--- config.mk ---
export PLATFORM = sky130hd
export DESIGN_NAME = i2c_master_transmit
export DESIGN_NICKNAME = d
export VERILOG_FILES = /design/src/hdl/i2c_tx_pkg.sv /design/src/hdl/bit_phase_timer.sv /design/src/hdl/i2c_master_transmit.sv
export VERILOG_INCLUDE_DIRS = /design/src /design/src/hdl
export SDC_FILE = /design/constraint.sdc
export NUM_CORES = 1
export LEC_CHECK = 0
export ABC_CLOCK_PERIOD_IN_PS = 1800
export BUFFER_PORTS_ARGS = -buffer_cell sky130_fd_sc_hd__buf_2
export CORE_AREA = 2 2 85 87
export CTS_CLUSTER_SIZE = 8
export DETAILED_ROUTE_END_ITERATION = 10
export DIE_AREA = 0 0 87 89
export PLACE_DENSITY = 0.74
export SYNTH_ARGS = -nofsm -noshare
export SYNTH_HDL_FRONTEND = slang
export SYNTH_SLANG_ARGS = --single-unit
--- constraint.sdc ---
create_clock -name clk_sys -period 1.8 [get_ports clk_sys]
set_input_delay 0.18 -clock clk_sys [delete_from_list [all_inputs] [get_ports clk_sys]]
set_output_delay 0.18 -clock clk_sys [all_outputs]
set_load 0.005 [all_outputs]
--- src/hdl/i2c_tx_defs.svh ---
// Register offsets, field positions and reset values of the transmitter.
`ifndef I2C_TX_DEFS_SVH
`define I2C_TX_DEFS_SVH

// ----------------------------------------------------------------------
// Register byte offsets
// ----------------------------------------------------------------------
`define ADDR_TX_BUF 8'h00
`define ADDR_CTRL 8'h04
`define ADDR_STATUS 8'h08
`define ADDR_IRQ_STAT 8'h0C
`define ADDR_IRQ_MASK 8'h10
`define ADDR_PERIOD 8'h14

// ----------------------------------------------------------------------
// Field positions
// ----------------------------------------------------------------------
`define CTRL_START 0
`define CTRL_RESTART 1
`define CTRL_STOP 2
`define CTRL_ACK 7
`define STAT_FULL 0
`define STAT_BUSY 1
`define IRQ_PORT 0
`define IRQ_WRITE_COLLISION_FLAG 1
`define IRQ_BCOL 2

// ----------------------------------------------------------------------
// Reset values and counts
// ----------------------------------------------------------------------
`define PERIOD_RESET 8'h18
`define IRQ_MASK_RESET 3'h0
`define BIT_ACK 4'h8
`define BIT_LAST 4'h7

`endif

--- src/hdl/i2c_tx_pkg.sv ---
// Types shared by the transmitter modules.
package i2c_tx_pkg;

    typedef enum logic [3:0] {
        ST_IDLE,
        ST_START_A,
        ST_START_B,
        ST_HOLD,
        ST_BIT_LOW,
        ST_BIT_HIGH,
        ST_STOP_A,
        ST_STOP_B,
        ST_STOP_C,
        ST_RST_A,
        ST_RST_B
    } phase_type;

    typedef struct packed {
        logic [7:0] cnt;
        logic tick;
    } baud_type;

    typedef struct packed {
        phase_type phase;
        logic [7:0] tx_buffer_reg;
        logic [7:0] byte_shift_register;
        logic [3:0] bit_cnt;
        logic fresh;
        logic buffer_full_flag;
        logic ack_status_bit;
        logic start_request_bit;
        logic restart_request_bit;
        logic stop_request_bit;
        logic [2:0] irq_stat;
        logic [2:0] irq_mask;
        logic [7:0] period;
        logic [7:0] rdata;
        logic irq;
        logic sda_o;
        logic sda_oe;
        logic scl_o;
        logic scl_oe;
    } core_type;

endpackage

--- src/hdl/bit_phase_timer.sv ---
// Baud generator that ticks once per bit phase period.
`timescale 1ns/1ns
`include "i2c_tx_defs.svh"

module bit_phase_timer
    import i2c_tx_pkg::*;
(
    input wire logic clk_sys,
    input wire logic rst,
    input wire logic run,
    input wire logic [7:0] period,
    output logic tick
);

    baud_type q_r;
    baud_type q_nxt;

    // ------------------------------------------------------------------
    // Counter
    // ------------------------------------------------------------------
    // While stopped the counter is reloaded, so the first tick after a
    // restart comes a full period plus one cycle later.
    always_comb begin
        q_nxt = q_r;
        q_nxt.tick = 1'b0;
        if (!run) begin
            q_nxt.cnt = period;
        end else if (q_r.cnt == 8'h00) begin
            q_nxt.cnt = period;
            q_nxt.tick = 1'b1;
        end else begin
            q_nxt.cnt = q_r.cnt - 8'h01;
        end
    end

    always_ff @(posedge clk_sys or posedge rst) begin
        if (rst) begin
            q_r <= '{cnt: `PERIOD_RESET, tick: 1'b0};
        end else begin
            q_r <= q_nxt;
        end
    end

    assign tick = q_r.tick;

endmodule

--- src/hdl/i2c_master_transmit.sv ---
// Transmit path of a two-wire bus master with its register port.
`timescale 1ns/1ns
`include "i2c_tx_defs.svh"

// What this block does
// - Buffer write between operations, no collision pending, sets full flag, starts transmission
// - Bit driven after SCL falls, low one period
// - SCL released one period, SDA held stable
// - Eighth falling edge clears full, releases SDA
// - Ninth clock samples SDA into ack status
// - After ninth clock: irq, timer stops, SCL low
// - Address phase sends seven bits plus direction
// - Write during shifting sets collision, is discarded
// - Collision flag sticks until software clears it
// - Start request makes Start, then irq flag
// - Start hold time elapses before next operation
// - Stop or Restart request, then irq flag
// - Start is SDA falling while SCL high
// - Stop is SDA rising after SCL high time
// - SDA low before driving Start reports collision
module i2c_master_transmit
    import i2c_tx_pkg::*;
(
    input wire logic clk_sys,
    input wire logic rst,
    input wire logic [7:0] addr,
    input wire logic [7:0] wdata,
    input wire logic wr,
    input wire logic rd,
    output logic [7:0] rdata,
    output logic irq,
    input wire logic sda_i,
    output logic sda_o,
    output logic sda_oe,
    input wire logic scl_i,
    output logic scl_o,
    output logic scl_oe
);

    core_type q_r;
    core_type q_nxt;
    logic tick;
    logic run;
    logic buf_wr;
    logic accept;
    logic [2:0] irq_set;
    logic [2:0] irq_clr;

    // ------------------------------------------------------------------
    // Helpers
    // ------------------------------------------------------------------
    // True while a condition or a byte is on the bus and the timer runs.
    function automatic logic bus_busy(input phase_type p);
        bus_busy = (p != ST_IDLE) && (p != ST_HOLD);
    endfunction

    assign run = bus_busy(q_r.phase);

    bit_phase_timer u_timer (
        .clk_sys(clk_sys),
        .rst(rst),
        .run(run),
        .period(q_r.period),
        .tick(tick)
    );

    // ------------------------------------------------------------------
    // Next state
    // ------------------------------------------------------------------
    always_comb begin
        q_nxt = q_r;
        irq_set = 3'h0;
        irq_clr = 3'h0;
        buf_wr = wr && (addr == `ADDR_TX_BUF);
        // A byte is only taken while the bus is held between operations
        // and no collision is pending.
        accept = buf_wr && (q_r.phase == ST_HOLD)
            && !q_r.irq_stat[`IRQ_WRITE_COLLISION_FLAG];
        if (buf_wr && !accept) begin
            irq_set[`IRQ_WRITE_COLLISION_FLAG] = 1'b1;
        end
        q_nxt.sda_o = 1'b0;
        q_nxt.scl_o = 1'b0;

        // Register writes other than the transmit buffer.
        if (wr) begin
            if (addr == `ADDR_CTRL) begin
                if (q_r.phase == ST_IDLE) begin
                    q_nxt.start_request_bit = wdata[`CTRL_START];
                end else if (q_r.phase == ST_HOLD) begin
                    q_nxt.restart_request_bit = wdata[`CTRL_RESTART];
                    q_nxt.stop_request_bit = wdata[`CTRL_STOP];
                end
            end else if (addr == `ADDR_IRQ_STAT) begin
                irq_clr = wdata[2:0];
            end else if (addr == `ADDR_IRQ_MASK) begin
                q_nxt.irq_mask = wdata[2:0];
            end else if (addr == `ADDR_PERIOD) begin
                q_nxt.period = wdata;
            end
        end

        case (q_r.phase)
            ST_IDLE: begin
                q_nxt.sda_oe = 1'b0;
                q_nxt.scl_oe = 1'b0;
                if (q_r.start_request_bit) begin
                    if (!sda_i) begin
                        irq_set[`IRQ_BCOL] = 1'b1;
                        q_nxt.start_request_bit = 1'b0;
                    end else begin
                        q_nxt.sda_oe = 1'b1;
                        q_nxt.phase = ST_START_A;
                    end
                end
            end
            ST_START_A: begin
                // SDA low with SCL high for one period is the hold time.
                if (tick) begin
                    q_nxt.scl_oe = 1'b1;
                    q_nxt.phase = ST_START_B;
                end
            end
            ST_START_B: begin
                if (tick) begin
                    irq_set[`IRQ_PORT] = 1'b1;
                    q_nxt.start_request_bit = 1'b0;
                    q_nxt.restart_request_bit = 1'b0;
                    q_nxt.phase = ST_HOLD;
                end
            end
            ST_HOLD: begin
                q_nxt.scl_oe = 1'b1;
                if (accept) begin
                    q_nxt.tx_buffer_reg = wdata;
                    q_nxt.byte_shift_register = wdata;
                    q_nxt.buffer_full_flag = 1'b1;
                    q_nxt.bit_cnt = 4'h0;
                    q_nxt.fresh = 1'b1;
                    q_nxt.phase = ST_BIT_LOW;
                end else if (q_r.stop_request_bit) begin
                    q_nxt.sda_oe = 1'b1;
                    q_nxt.phase = ST_STOP_A;
                end else if (q_r.restart_request_bit) begin
                    q_nxt.sda_oe = 1'b0;
                    q_nxt.phase = ST_RST_A;
                end
            end
            ST_BIT_LOW: begin
                q_nxt.scl_oe = 1'b1;
                // SDA moves one cycle after SCL falls, giving hold time.
                if (q_r.fresh) begin
                    q_nxt.fresh = 1'b0;
                    if (q_r.bit_cnt == `BIT_ACK) begin
                        q_nxt.sda_oe = 1'b0;
                    end else begin
                        // MSB first: address bits then direction.
                        q_nxt.sda_oe = !q_r.byte_shift_register[7];
                    end
                end
                if (tick) begin
                    q_nxt.scl_oe = 1'b0;
                    q_nxt.phase = ST_BIT_HIGH;
                end
            end
            ST_BIT_HIGH: begin
                if (tick) begin
                    q_nxt.scl_oe = 1'b1;
                    q_nxt.fresh = 1'b1;
                    if (q_r.bit_cnt == `BIT_ACK) begin
                        q_nxt.ack_status_bit = sda_i;
                        irq_set[`IRQ_PORT] = 1'b1;
                        q_nxt.phase = ST_HOLD;
                    end else begin
                        q_nxt.byte_shift_register =
                            {q_r.byte_shift_register[6:0], 1'b0};
                        q_nxt.bit_cnt = q_r.bit_cnt + 4'h1;
                        if (q_r.bit_cnt == `BIT_LAST) begin
                            q_nxt.buffer_full_flag = 1'b0;
                        end
                        q_nxt.phase = ST_BIT_LOW;
                    end
                end
            end
            ST_STOP_A: begin
                // One SCL low time with SDA low precedes the Stop.
                if (tick) begin
                    q_nxt.scl_oe = 1'b0;
                    q_nxt.phase = ST_STOP_B;
                end
            end
            ST_STOP_B: begin
                if (tick) begin
                    q_nxt.sda_oe = 1'b0;
                    q_nxt.phase = ST_STOP_C;
                end
            end
            ST_STOP_C: begin
                if (tick) begin
                    irq_set[`IRQ_PORT] = 1'b1;
                    q_nxt.stop_request_bit = 1'b0;
                    q_nxt.phase = ST_IDLE;
                end
            end
            ST_RST_A: begin
                if (tick) begin
                    q_nxt.scl_oe = 1'b0;
                    q_nxt.phase = ST_RST_B;
                end
            end
            ST_RST_B: begin
                if (tick) begin
                    q_nxt.sda_oe = 1'b1;
                    q_nxt.phase = ST_START_A;
                end
            end
            default: begin
                q_nxt.phase = ST_IDLE;
            end
        endcase

        // A new event wins over a clear in the same cycle.
        q_nxt.irq_stat = (q_r.irq_stat & ~irq_clr) | irq_set;
        q_nxt.irq = |(q_nxt.irq_stat & q_nxt.irq_mask);

        q_nxt.rdata = 8'h00;
        if (rd) begin
            if (addr == `ADDR_TX_BUF) begin
                q_nxt.rdata = q_r.tx_buffer_reg;
            end else if (addr == `ADDR_CTRL) begin
                q_nxt.rdata = {q_r.ack_status_bit, 4'h0,
                    q_r.stop_request_bit, q_r.restart_request_bit,
                    q_r.start_request_bit};
            end else if (addr == `ADDR_STATUS) begin
                q_nxt.rdata = {6'h00, run, q_r.buffer_full_flag};
            end else if (addr == `ADDR_IRQ_STAT) begin
                q_nxt.rdata = {5'h00, q_r.irq_stat};
            end else if (addr == `ADDR_IRQ_MASK) begin
                q_nxt.rdata = {5'h00, q_r.irq_mask};
            end else if (addr == `ADDR_PERIOD) begin
                q_nxt.rdata = q_r.period;
            end
        end
    end

    // ------------------------------------------------------------------
    // State register
    // ------------------------------------------------------------------
    always_ff @(posedge clk_sys or posedge rst) begin
        if (rst) begin
            q_r <= '0;
            q_r.phase <= ST_IDLE;
            q_r.period <= `PERIOD_RESET;
            q_r.irq_mask <= `IRQ_MASK_RESET;
        end else begin
            q_r <= q_nxt;
        end
    end

    assign rdata = q_r.rdata;
    assign irq = q_r.irq;
    assign sda_o = q_r.sda_o;
    assign sda_oe = q_r.sda_oe;
    assign scl_o = q_r.scl_o;
    assign scl_oe = q_r.scl_oe;
endmodule

-- After elaboration in Yosys (flattened, before gate mapping)
Index checks and enable logic that the tools add are counted.
W data, S select, Z words.
- equality and inequality tests: 38
- $add $sub $neg: 2
- multiplexer cells: 77
- bitwise operators: 7
- reductions and logical operators: 29
- operators with widths (operator ; number):
    $mux W8 ; 11
    $mux W4 ; 14
    $pmux W4 S11 ; 1
    $mux W11 ; 3
    $mux W1 ; 28
    $pmux W12 S2 ; 1
    $ne A2 B1 Y1 const B ; 11
    $mux W3 ; 7
    $eq A4 B3 Y1 const B ; 5
    $eq A4 B4 Y1 const B ; 4
    $eq A8 B4 Y1 const B ; 2
    $eq A8 B5 Y1 const B ; 2
    $logic_not A8 Y1 ; 2
    $mux W15 ; 1
    $mux W14 ; 1
    $ne A2 B2 Y1 const B ; 7
    $mux W12 ; 1
    $reduce_and A12 Y1 ; 1
    $pmux W1 S5 ; 2
    $reduce_and A5 Y1 ; 2
    $reduce_bool A5 Y1 ; 2
    $reduce_and A3 Y1 ; 3
    $eq A4 B2 Y1 const B ; 2
    $eq A8 B3 Y1 const B ; 1
    24 further kinds ; 39
- bits in registers: 64
- bits of input ports: 22
- word-level logic and storage cells: 172

-- Depth between registers and ports, before layout
Gate-level depths: netlist of run 1.
- word-level depth: 10
- gate-level depth with buffers: 8

-- Modules after synthesis
From an unflattened synthesis of run 1, not the netlist that was laid out.
- cells, all modules: 380
- area total of the unflattened synthesis: 3549.7 um^2
- modules (own cells, without submodules) (module ; cells an instance ; area an instance (um^2) ; instances):
    i2c_master_transmit ; 325 ; 2979.1 ; 1
    bit_phase_timer ; 55 ; 570.5 ; 1

-- Worst setup path before layout of run 1
Ideal clock, no wire load.
- kind: input to register
- from: in addr[1]
- to: reg q_r (netlist bit irq)
- arrival: 1.824 ns
- data required time: 1.674 ns
- path slack: -0.150 ns
- stages: 6
- setup time: 0.126 ns
- cell sequence: or4_4 > buf_6 > nor4_4 > mux2_1 > a21boi_1 > a221o_1
- RTL lines (item ; line ; text):
    start, declared ; i2c_master_transmit.sv:26 ; input wire logic [7:0] addr,
    end signal, assigned ; i2c_master_transmit.sv:256 ; q_r <= q_nxt;
    end, declared ; i2c_master_transmit.sv:40 ; core_type q_r;

-- Worst setup path after layout of run 1
- from: reg q_r[54] in the netlist's numbering
- to: reg q_r (netlist bit sda_oe)
- cells in the longest elaborated chain, start to end: 5
- elaborated cells on any way between the ends: 15
- those cells by class: eq/ne (9); mux (1); reduce/logical (5)
- RTL lines (item ; line ; text):
    $eq A4 B2 Y1 ; i2c_master_transmit.sv:77, i2c_master_transmit.sv:103 ;
    $logic_and A1 B1 Y1 (2 in a row) ; i2c_master_transmit.sv:77 ; accept = buf_wr && (q_r.phase == ST_HOLD)
    $ne A2 B2 Y1 (no source line) ; -- ;
    $reduce_and A6 Y1 (no source line) ; -- ;
Parallel ways exist; a longest one is shown, timed or not.
A chain may end at the register's enable or synchronous reset.

==> summary.md, run 1 <==
| Metric | Value |
|---|---|
| Top-Level Pins | `35` |
| # fillers | `518` |
| Hold Path Origin | `wdata[4]` |
| Period Utilization, post-route | `0.9921` |
| Via count | `2948` |
| Clock buffer depth | `2` |
| Final core occ | `0.6480` |
| Yosys top cell area share | `0.4280` |
| CTS sink cnt | `64` |
| DR WL/cell | `17.47 um` |
| Hpwl dp | `6164 um` |
| Htree depth | `3` |
| ANT nets after route | `0` |
| Startpoint Class | `register` |
| Flops & latches, synth | `64` |
| Sw Share | `0.3506` |
| Routed WL | `8752 um` |
| Endpoints failing hold | `0` |
| Post-synthesis sequential area ratio | `0.4579` |
| P&R area growth vs syn | `24.11%` |
| GPL Wtd Cong | `0.9533` |
| CTS tree | `built` |
| Worst min path class | `primary input to register` |
| Critical-path cell list | `buf_6 -> nand2b_1 -> nor3_4 -> and2_4 -> a221o_1 -> mux2_4` |
| Post-Syn Area | `0.003508 mm^2` |
| Nets | `441` |
| Clock Pin Slew Worst Setup and Hold Paths | `80 ps` |
| Top delay family on crit path | `simple AND/OR/NAND/NOR gates` |
| Worst r2r src | `q_r[54]` |
| Ys async rst share | `1.000` |
| Fraction of layout cells with a size suffix above 1 | `0.3325` |
| Status | `complete, no violations` |
| Starting Density | `0.5222` |
| Comb pwr share | `0.359` |
| Hold Path Sink | `q_r[17]` |
| Max_cap viols | `0` |
| Synth cell count leaders | `60 x dfrtp_1, 38 x nand2_1, 26 x o21ai_0` |
| Wire length of the first global-routing pass | `14240 um` |
| Internal power | `0.003342 W` |
| Number of remaining DRC errors | `0` |
| Total grt overflow | `0` |
| Tot Pwr | `0.005147 W` |
| Largest net degree at the start of global routing | `65` |
| Clock power share | `0.276` |
| Top-count cell post-synth | `dfrtp_1` |
| R2R depth | `6` |
| Number of flops mapped to enable cells by yosys | `0` |
| Area of the core | `0.006719 mm^2` |
| CP required | `2030 ps` |
| Psw | `0.001804 W` |
| WHS Path Cells | `2` |
| ANT cells | `0` |
| Critical path type | `register to register` |
| Drt first pass iters | `5` |
| Critical Path Slowest Stage Cell | `dfrtp_2` |
| Cell variety after synth | `63` |
| Die height | `89 um` |
| Clock latency on the worst-skew pair | `350 ps` |
| Chip width | `87 um` |
| R2R Setup Slk | `10 ps` |
| Pwr Density | `1182 mW/mm^2` |
| CP Max Fanout | `8` |
| Largest stage delay on the critical path | `510 ps` |
| RSZ-0062 raised after global routing | `yes` |
| Top FF cell, synth | `dfrtp_1` |
| Seq pwr share | `0.365` |
| Tmin final | `1786 ps` |
| Largest cells by area after synthesis | `dfrtp_1 43%, nand2_1 4.1%, mux2_2 3.9%, o21ai_0 3.7%, mux2_1 3.2%` |
| Avg Cell Area, Syn | `9.911 um^2` |
| GRT Util Overall | `0.2400` |
| DIE AREA | `0.007743 mm^2` |
| Synth area leader | `dfrtp_1` |
| Final Max Tran Viols | `0` |
| FMAX | `560.0 MHz` |
| Cell Rows | `30` |
| Clk root buf | `clkbuf_8` |
| Peak VDD IR | `0.0005931 V` |
| Ys Warns | `0` |
| Initial antenna violation count | `0` |
| Final Setup Violations | `0` |
| Worst setup EP type | `register` |
| Leakage power | `1.991 nW` |
| Hold slack | `90.89 ps` |
| Vias in the first global route | `2944` |
| Vias per cell | `5.884` |
| Crit Reg-Reg Endpoint | `sda_oe` |
| Arrival time worst endpoint | `2020 ps` |
| First DRT Iteration DRCs | `231` |
| Layout Skew | `10.16 ps` |
| Syn Inst Count | `354` |
| WP buf/inv | `1` |
| I/O Buffers | `31` |
| CTS Buf Count | `9` |
-- power by group through the flow --
stage / combinational (W) / sequential [W] / clock [W]
floorplan: 0.00115 / 0.00178 / 0
global placement: 0.00163 / 0.00186 / 0
detailed placement: 0.00164 / 0.00187 / 0
CTS: 0.00167 / 0.00185 / 0.00145
global route: 0.00204 / 0.00190 / 0.00150
finish: 0.00185 / 0.00188 / 0.00142
-- cells in the final DEF, fill, tap and decap left out, drive strengths merged, types with 12 or more instances in the layout --
master   n
buf     78
mux2    22
a22oi   13
nor2    23
dfrtp   60
nor3    15
o21ai   26
inv     17
a21oi   12
nand2   38
-- logic make-up after synthesis --
group	count (synthesis)	share of synthesized area
and+or+nand+nor	120	0.1904
buffers and inverters	43	0.06063
xor gates and xnor gates	8	0.01997
other	1	0.001069
AOI/OAI and AO/OA	86	0.1687
adders and majority gates	3	0.01070
muxes	29	0.09059
DFF	64	0.4579
-- worst max path at each step --
| stage | depth (start not counted) | startpoint | end | slack, ps |
|---|---|---|---|---|
| final | 6 | q_r[54] | sda_oe | 10 |
| after detailed placement | 6 | addr[1] | irq | -310 |
| after floorplan | 6 | addr[1] | irq | -150 |
| after CTS | 7 | q_r[33] | q_r[35] | 0.04 |
| after global routing | 6 | q_r[53] | sda_oe | -40 |
| after global placement | 6 | addr[1] | irq | -250 |
-- repair_timing --
action / in CTS / in global routing
cloned: 0 / 0
endpoints found under the setup margin: 18 / 16
pin swaps: 0 / 7
resized for setup: 6 / 17
hold buffers: 1 / 0
buffers inserted: 0 / 4
hold endpoints to repair: 60 / 0
-- through the flow --
step,setup WS (ps),cell area [um^2],instances,setup TNS [ps]
after global placement,-250.3,3975,480,-5878
after detailed placement,-310.6,3975,480,-6933
after global routing,-36.28,4354,501,-36.28
after CTS,0.04308,4230,497,0
final,14.18,4354,501,0
after floorplan,-150.1,3525,355,-1133
-- flip-flops by register name (all words and copies together), names as in the netlist --
register	count
q_r	44
rdata	8
u_timer.q_r	8
irq	1
scl_oe	1
sda_oe	1
u_timer.tick	1
-- layer usage --
metal	GRT usage	up-vias	wire (um)
met1	0.3245	1445	4003
li1	-	1380	-
met5	0	-	0
met2	0.3831	101	4167
met3	0.04986	22	390
met4	0.08807	0	190
-- final cells by class --
cell class / count / area (um^2) / area share
Clock buffer: 9 / 123.9 / 0.02845
Clock inverter: 7 / 101.3 / 0.02328
Inverter: 14 / 52.55 / 0.01207
Multi-Input combinational cell: 248 / 1797 / 0.4126
Sequential cell: 64 / 1609 / 0.3695
Tap cell: 80 / 100.1 / 0.02299
Timing Repair Buffer: 79 / 570.5 / 0.1310
No activity file was read; power rests on OpenSTA's default activity.
==> run 2, diff against run 1 <==
--- a/config.mk
+++ b/config.mk
@@ -8,11 +8,13 @@
 export LEC_CHECK = 0
 export ABC_CLOCK_PERIOD_IN_PS = 1800
 export BUFFER_PORTS_ARGS = -buffer_cell sky130_fd_sc_hd__buf_2
-export CORE_AREA = 2 2 85 87
+export CELL_PAD_IN_SITES_DETAIL_PLACEMENT = 1
+export CELL_PAD_IN_SITES_GLOBAL_PLACEMENT = 1
+export CORE_AREA = 2 2 95 97
 export CTS_CLUSTER_SIZE = 8
 export DETAILED_ROUTE_END_ITERATION = 10
-export DIE_AREA = 0 0 87 89
-export PLACE_DENSITY = 0.74
+export DIE_AREA = 0 0 97 99
+export PLACE_DENSITY_LB_ADDON = 0.1
 export SYNTH_ARGS = -nofsm -noshare
 export SYNTH_HDL_FRONTEND = slang
 export SYNTH_SLANG_ARGS = --single-unit
==> run 2 against run 1 <==
  * Sequential share of layout area decreased by 0.59 points
  * Clock skew shrank 2.9 ps
  * Total power grew 1.8%
==> summary.md, run 2 (same netlist as run 1, synthesis figures left out) <==
| Metric | Value |
|---|---|
| Status | `complete, no violations` |
| Critical-path cell list | `buf_6 -> xor2_2 -> nor2_2 -> o21bai_1 -> a221o_1 -> mux2_4` |
| DR WL/cell | `18.62 um (+6.6%)` |
| Starting Density | `0.4103 (-0.1119)` |
| Endpoints failing hold | `0 (unchanged)` |
| Period Utilization, post-route | `0.9812 (-0.01096)` |
| ANT nets after route | `0 (unchanged)` |
| Pwr Density | `1185 mW/mm^2 (+0.29%)` |
| Top-Level Pins | `35 (unchanged)` |
| Area of the core | `0.008551 mm^2 (+27%)` |
| CTS tree | `built` |
| DIE AREA | `0.009603 mm^2 (+24%)` |
| Arrival time worst endpoint | `2000 ps (-20 ps)` |
| CTS Buf Count | `9 (unchanged)` |
| Number of remaining DRC errors | `0 (unchanged)` |
| GRT Util Overall | `0.2157 (-0.02426)` |
| Die height | `99 um (+11%)` |
| Max_cap viols | `0 (unchanged)` |
| CTS sink cnt | `64 (unchanged)` |
| Tmin final | `1766 ps (-19.73 ps)` |
| Clock buffer depth | `2 (unchanged)` |
| CP required | `2030 ps (about the same)` |
| Max FFs per register | `44 (unchanged)` |
| Layout Skew | `7.295 ps (-2.861 ps)` |
| Nets | `449 (+1.8%)` |
| Initial antenna violation count | `0 (unchanged)` |
| Top reg by flops | `q_r` |
| First DRT Iteration DRCs | `111 (-52%)` |
| Hpwl dp | `7149 um (+16%)` |
| Most frequent cells in the layout | `59 x dfrtp_1, 46 x buf_4, 38 x nand2_1` |
| CP Max Fanout | `4 (-4)` |
| Final Max Tran Viols | `0 (unchanged)` |
| Leakage power | `2.030 nW (+2.0%)` |
| Wire length of the first global-routing pass | `16280 um (+14%)` |
| Largest net degree at the start of global routing | `65 (unchanged)` |
| Cell Rows | `34 (+13%)` |
| Peak VDD IR | `0.0005839 V (-1.5%)` |
| Critical path type | `register to register` |
| ANT cells | `0 (unchanged)` |
| I/O Buffers | `31 (unchanged)` |
| Fraction of layout cells with a size suffix above 1 | `0.3333 (+0.0007918)` |
| Final Setup Violations | `0 (unchanged)` |
| Critical Path Slowest Stage Cell | `dfrtp_1` |
| Worst min path class | `primary input to register` |
| GPL Wtd Cong | `0.8675 (-9.0%)` |
| Chip width | `97 um (+11%)` |
| Largest stage delay on the critical path | `430 ps (-80 ps)` |
| Most common cell after layout, fill and taps aside | `dfrtp_1` |
| Hold slack | `85.26 ps (-5.628 ps)` |
| Tot Pwr | `0.005242 W (+1.8%)` |
| Startpoint Class | `register` |
| Clock latency on the worst-skew pair | `350 ps (about the same)` |
| Vias per cell | `5.514 (-6.3%)` |
| Clock Pin Slew Worst Setup and Hold Paths | `80 ps (about the same)` |
| Drt first pass iters | `4 (-1)` |
| Htree depth | `3 (unchanged)` |
| P&R area growth vs syn | `26.03%` |
| Total grt overflow | `0 (unchanged)` |
| Via count | `2961 (+0.44%)` |
| Routed WL | `9998 um (+14%)` |
| Clk root buf | `clkbuf_8` |
| Worst setup EP type | `register` |
| FMAX | `566.2 MHz (+1.1%)` |
| Vias in the first global route | `3125 (+6.1%)` |
## run 2: cell types whose count changed in the layout (fill, tap and decap cells not counted), sizes merged
cell / previous run / this run
buf: 78 / 85
clkbuf: 9 / 11
clkinv: 0 / 3
clkinvlp: 2 / 0
inv: 17 / 15
## run 2: where the power goes
group | switching [W] | internal [W]
clock | 0.000611 | 0.000825
combinational | 0.00103 | 0.000947
sequential | 0.000178 | 0.00165
total | 0.00182 | 0.00343
## run 2: final timing paths
path	from	slack, ps	endpoint	cells after the start
worst min-delay path	wdata[5]	90	q_r[18]	2
max in group asynchronous	rst	1020	u_timer.q_r[5]	4
worst max register to register	q_r[54]	30	sda_oe	6
worst min register to register	q_r[40]	490	q_r[40]	2
worst max-delay path	q_r[54]	30	sda_oe	6
min in group asynchronous	rst	430	q_r[40]	4
## run 2: worst max-delay path: cells and delay by family, from the launching register on
family,cells,cell delay [ps]
compound gates,2,460
xor+xnor,1,180
buf+inv,1,150
flops,1,430
mux,1,300
simple gates,1,140
## run 2: area by class of cell
class                           count  area [um^2]
Inverter                           14        52.55
Fill cell                         972         4129
Clock buffer                       10        137.6
Sequential cell                    64         1608
Timing Repair Buffer               87        640.6
Clock inverter                      6        91.34
Tap cell                          108        135.1
Multi-Input combinational cell    248         1757
## run 2: metal layers
layer,track usage,share of wire,up-vias
met5,0,0,-
met1,0.2962,0.47,1470
met3,0.02979,0.034,14
met4,0.08992,0.020,0
met2,0.3451,0.48,76
li1,-,-,1401
## run 2: what timing repair did
action,4_1_cts,5_1_grt
hold endpoints to repair,60,0
buffers inserted,2,4
gates resized for setup,2,13
endpoints found under the setup margin,16,23
hold buffers,1,0
pin swaps,0,5
## run 2: through the flow
stage                       util  setup TNS (ps)  std cells  worst slack [ps]  cell area (um^2)
after global placement    0.4757           -6157        514            -254.8              4068
final                     0.5171               0        537             33.91              4422
after CTS                 0.5061               0        533             2.040              4328
after global routing      0.5171          -135.7        537            -43.26              4422
after detailed placement  0.4757           -6698        514            -292.3              4068
after floorplan                -           -1133        355            -150.1              3525
==> run 3, diff against run 2 <==
--- a/config.mk
+++ b/config.mk
@@ -6,14 +6,15 @@
 export SDC_FILE = /design/constraint.sdc
 export NUM_CORES = 1
 export LEC_CHECK = 0
+export ABC_AREA = 1
 export ABC_CLOCK_PERIOD_IN_PS = 1800
 export BUFFER_PORTS_ARGS = -buffer_cell sky130_fd_sc_hd__buf_2
 export CELL_PAD_IN_SITES_DETAIL_PLACEMENT = 1
 export CELL_PAD_IN_SITES_GLOBAL_PLACEMENT = 1
-export CORE_AREA = 2 2 95 97
+export CORE_AREA = 2 2 101 103
 export CTS_CLUSTER_SIZE = 8
 export DETAILED_ROUTE_END_ITERATION = 10
-export DIE_AREA = 0 0 97 99
+export DIE_AREA = 0 0 103 105
 export PLACE_DENSITY_LB_ADDON = 0.1
 export SYNTH_ARGS = -nofsm -noshare
 export SYNTH_HDL_FRONTEND = slang
==> run 3 against run 2 <==
  * Die area is 13% higher
  * Synthesized cell count grew 44%
  * First-iteration DRC count is 22% higher
  * Combinational power shrank 13%
  * Sequential power is 7% higher
  * Global-route usage is 0.90 points lower
  * Routed wire length increased by 3.6%
  * Count of clock-buffer cells in the layout increased by 2
  * Critical endpoint is now q_r[38]
  * Largest power group is now registers
  * Highest routed layer unchanged
==> summary.md, run 3 <==
| Metric | Value |
|---|---|
| Status | `complete, no violations` |
| Largest stage delay on the critical path | `460 ps (+30 ps)` |
| Largest cells by area after synthesis | `dfrtp_1 41%, nand2_1 16%, inv_1 6.3%, nand3_1 6.2%, nor2_1 5.2%` |
| Synth cell count leaders | `155 x nand2_1, 62 x inv_1, 60 x dfrtp_1` |
| GRT Util Overall | `0.2067 (-0.008999)` |
| Vias in the first global route | `3533 (+13%)` |
| Peak VDD IR | `0.0004821 V (-17%)` |
| Final Setup Violations | `0 (unchanged)` |
| Die height | `105 um (+6.1%)` |
| WHS Path Cells | `3 (+1)` |
| Ys Warns | `0 (unchanged)` |
| Worst min path class | `primary input to register` |
| DIE AREA | `0.01082 mm^2 (+13%)` |
| Endpoints failing hold | `0 (unchanged)` |
| Starting Density | `0.3829 (-0.02738)` |
| WP buf/inv | `2 (+1)` |
| ANT nets after route | `0 (unchanged)` |
| Top delay family on crit path | `simple AND/OR/NAND/NOR gates` |
| P&R area growth vs syn | `16.61%` |
| Post-place setup slack | `59.37 ps (+351.7 ps)` |
| Htree depth | `3 (unchanged)` |
| Top-Level Pins | `35 (unchanged)` |
| CTS Buf Count | `9 (unchanged)` |
| Cell variety after synth | `35 (-44%)` |
| Initial antenna violation count | `0 (unchanged)` |
| CP required | `2040 ps (about the same)` |
| Cell Rows | `36 (+5.9%)` |
| Final Max Tran Viols | `0 (unchanged)` |
| Clock Pin Slew Worst Setup and Hold Paths | `70 ps (about the same)` |
| Placed cell areas | `0.004029 mm^2 (-0.95%)` |
| CP Max Fanout | `12 (+8)` |
| Number of remaining DRC errors | `0 (unchanged)` |
| Syn Inst Count | `509 (+44%)` |
| Max_cap viols | `0 (unchanged)` |
| Most frequent cells in the layout | `154 x nand2_1, 61 x inv_1, 58 x dfrtp_1` |
| Yosys top cell area share | `0.4068 (-0.02118)` |
| Area of the core | `0.009639 mm^2 (+13%)` |
| Clock buffer depth | `2 (unchanged)` |
| Layout Skew | `8.074 ps (+0.7791 ps)` |
| Via count | `3383 (+14%)` |
| CTS sink cnt | `64 (unchanged)` |
| Clock latency on the worst-skew pair | `350 ps (about the same)` |
| Critical-path cell list | `nor2_4 -> nand2_4 -> inv_2 -> o21ai_1 -> inv_2 -> nand3_4 -> nand2_1 -> nand2_1` |
| Synth area leader | `dfrtp_1` |
| Number of flops mapped to enable cells by yosys | `0 (unchanged)` |
| Hpwl dp | `7855 um (+9.9%)` |
| Nets | `577 (+29%)` |
| CTS tree | `built` |
| Total grt overflow | `0 (unchanged)` |
| Ys async rst share | `1.000 (unchanged)` |
| Setup ws final | `148.1 ps (+114.2 ps)` |
| Startpoint Class | `register` |
| Largest net degree at the start of global routing | `54 (-17%)` |
| Arrival time worst endpoint | `1890 ps (-110 ps)` |
| Drt first pass iters | `4 (unchanged)` |
| # fillers | `1258 (+29%)` |
| Leakage power | `2.289 nW (+13%)` |
| Tot Pwr | `0.005108 W (-2.5%)` |
| I/O Buffers | `31 (unchanged)` |
| GPL Wtd Cong | `0.8662 (-0.15%)` |
| Clk root buf | `clkbuf_8` |
| Routed WL | `10360 um (+3.6%)` |
| Worst r2r src | `q_r[56]` |
| Vias per cell | `4.903 (-11%)` |
| Top FF cell, synth | `dfrtp_1` |
| FMAX | `605.4 MHz (+6.9%)` |
| Critical Path Slowest Stage Cell | `dfrtp_2` |
| Post-synthesis sequential area ratio | `0.4353 (-0.02266)` |
| Flops & latches, synth | `64 (unchanged)` |
| Post-Syn Area | `0.003691 mm^2 (+5.2%)` |
| Top-count cell post-synth | `nand2_1` |
| Worst setup EP type | `register` |
| R2R Setup Slk | `150 ps (+110 ps)` |
| DR WL/cell | `15.01 um (-19%)` |
| Final Instance Area | `0.004304 mm^2 (-2.7%)` |
| Fraction of layout cells with a size suffix above 1 | `0.1777 (-0.1556)` |
| Wire length of the first global-routing pass | `17360 um (+6.7%)` |
| RSZ-0062 raised after global routing | `no` |
| Top reg by flops | `q_r` |
| Max FFs per register | `44 (unchanged)` |
| Avg Cell Area, Syn | `7.252 um^2 (-27%)` |
| Period Utilization, post-route | `0.9177 (-0.06345)` |
| Hold Path Sink | `q_r[18]` |
| Pwr Density | `1187 mW/mm^2 (+0.11%)` |
| Chip width | `103 um (+6.2%)` |
| Most common cell after layout, fill and taps aside | `nand2_1` |
| First DRT Iteration DRCs | `135 (+22%)` |
| Hold Path Origin | `wdata[5]` |
| R2R depth | `8 (+2)` |
| Critical path type | `register to register` |
| ANT cells | `0 (unchanged)` |
| Crit Reg-Reg Endpoint | `q_r[38]` |
| Tmin final | `1652 ps (-114.2 ps)` |
| Setup TNS | `0 ps (unchanged)` |
## run 3: worst max path at each step
stage | start | to | slack (ps) | cells after the start
after floorplan | rst | irq | 30 | 1
final | q_r[56] | q_r[38] | 150 | 8
after CTS | q_r[56] | q_r[38] | 50 | 8
after detailed placement | q_r[56] | q_r[38] | 60 | 8
after global routing | q_r[56] | q_r[54] | 2 | 9
after global placement | q_r[55] | q_r[33] | 120 | 8
## run 3: logic make-up after synthesis
| kind of cell | synth area share |
|---|---|
| fa+ha+maj | 0.01017 |
| buf+inv | 0.1088 |
| other cells | 0.001016 |
| xor+xnor | 0.01187 |
| mux | 0.003051 |
| flops | 0.4353 |
| simple gates | 0.3495 |
| compound gates | 0.08034 |
## run 3: power breakdown
part           internal, W  switching, W  leakage, nW
Sequential         0.00173      0.000221        0.806
Combinational     0.000631       0.00108         1.37
Clock             0.000858      0.000589        0.113
Total              0.00322       0.00189         2.29
## run 3: what timing repair did
item | CTS | global route
endpoints found under the hold margin | 11 | 0
resized for setup | 0 | 7
hold buffers | 1 | 0
buffers inserted | 0 | 1
endpoints found under the setup margin | 0 | 17
## run 3: worst min-delay path, cell delays in order
cell and delay [ps]:
buf_2 90, nand2_1 40, o21ai_0 50
## run 3: stage by stage
stage | util | hold WS (ps) | cells
floorplan | - | 283.9 | 510
global placement | 0.4180 | 147.2 | 672
detailed placement | 0.4180 | 156.2 | 672
CTS | 0.4430 | 42.39 | 689
global route | 0.4465 | 54.07 | 690
finish | 0.4465 | 43.88 | 690
## run 3: area by class of cell
type | count | area (um^2) | share of cell area
multi-input cells | 357 | 1710 | 0.3974
flip-flops and latches | 64 | 1609 | 0.3738
repair buffers | 53 | 335.3 | 0.07791
inverters | 67 | 251.5 | 0.05843
well taps | 133 | 166.4 | 0.03866
clock buffers | 12 | 155.1 | 0.03605
clock inverters | 4 | 76.32 | 0.01773
## run 3: per-layer routing
layer / up-vias / part of all wire / global-route usage
met5: - / 0 / 0
met4: 0 / 0.016 / 0.06297
met3: 12 / 0.027 / 0.03880
met2: 44 / 0.48 / 0.3358
met1: 1624 / 0.47 / 0.2767
li1: 1703 / - / -
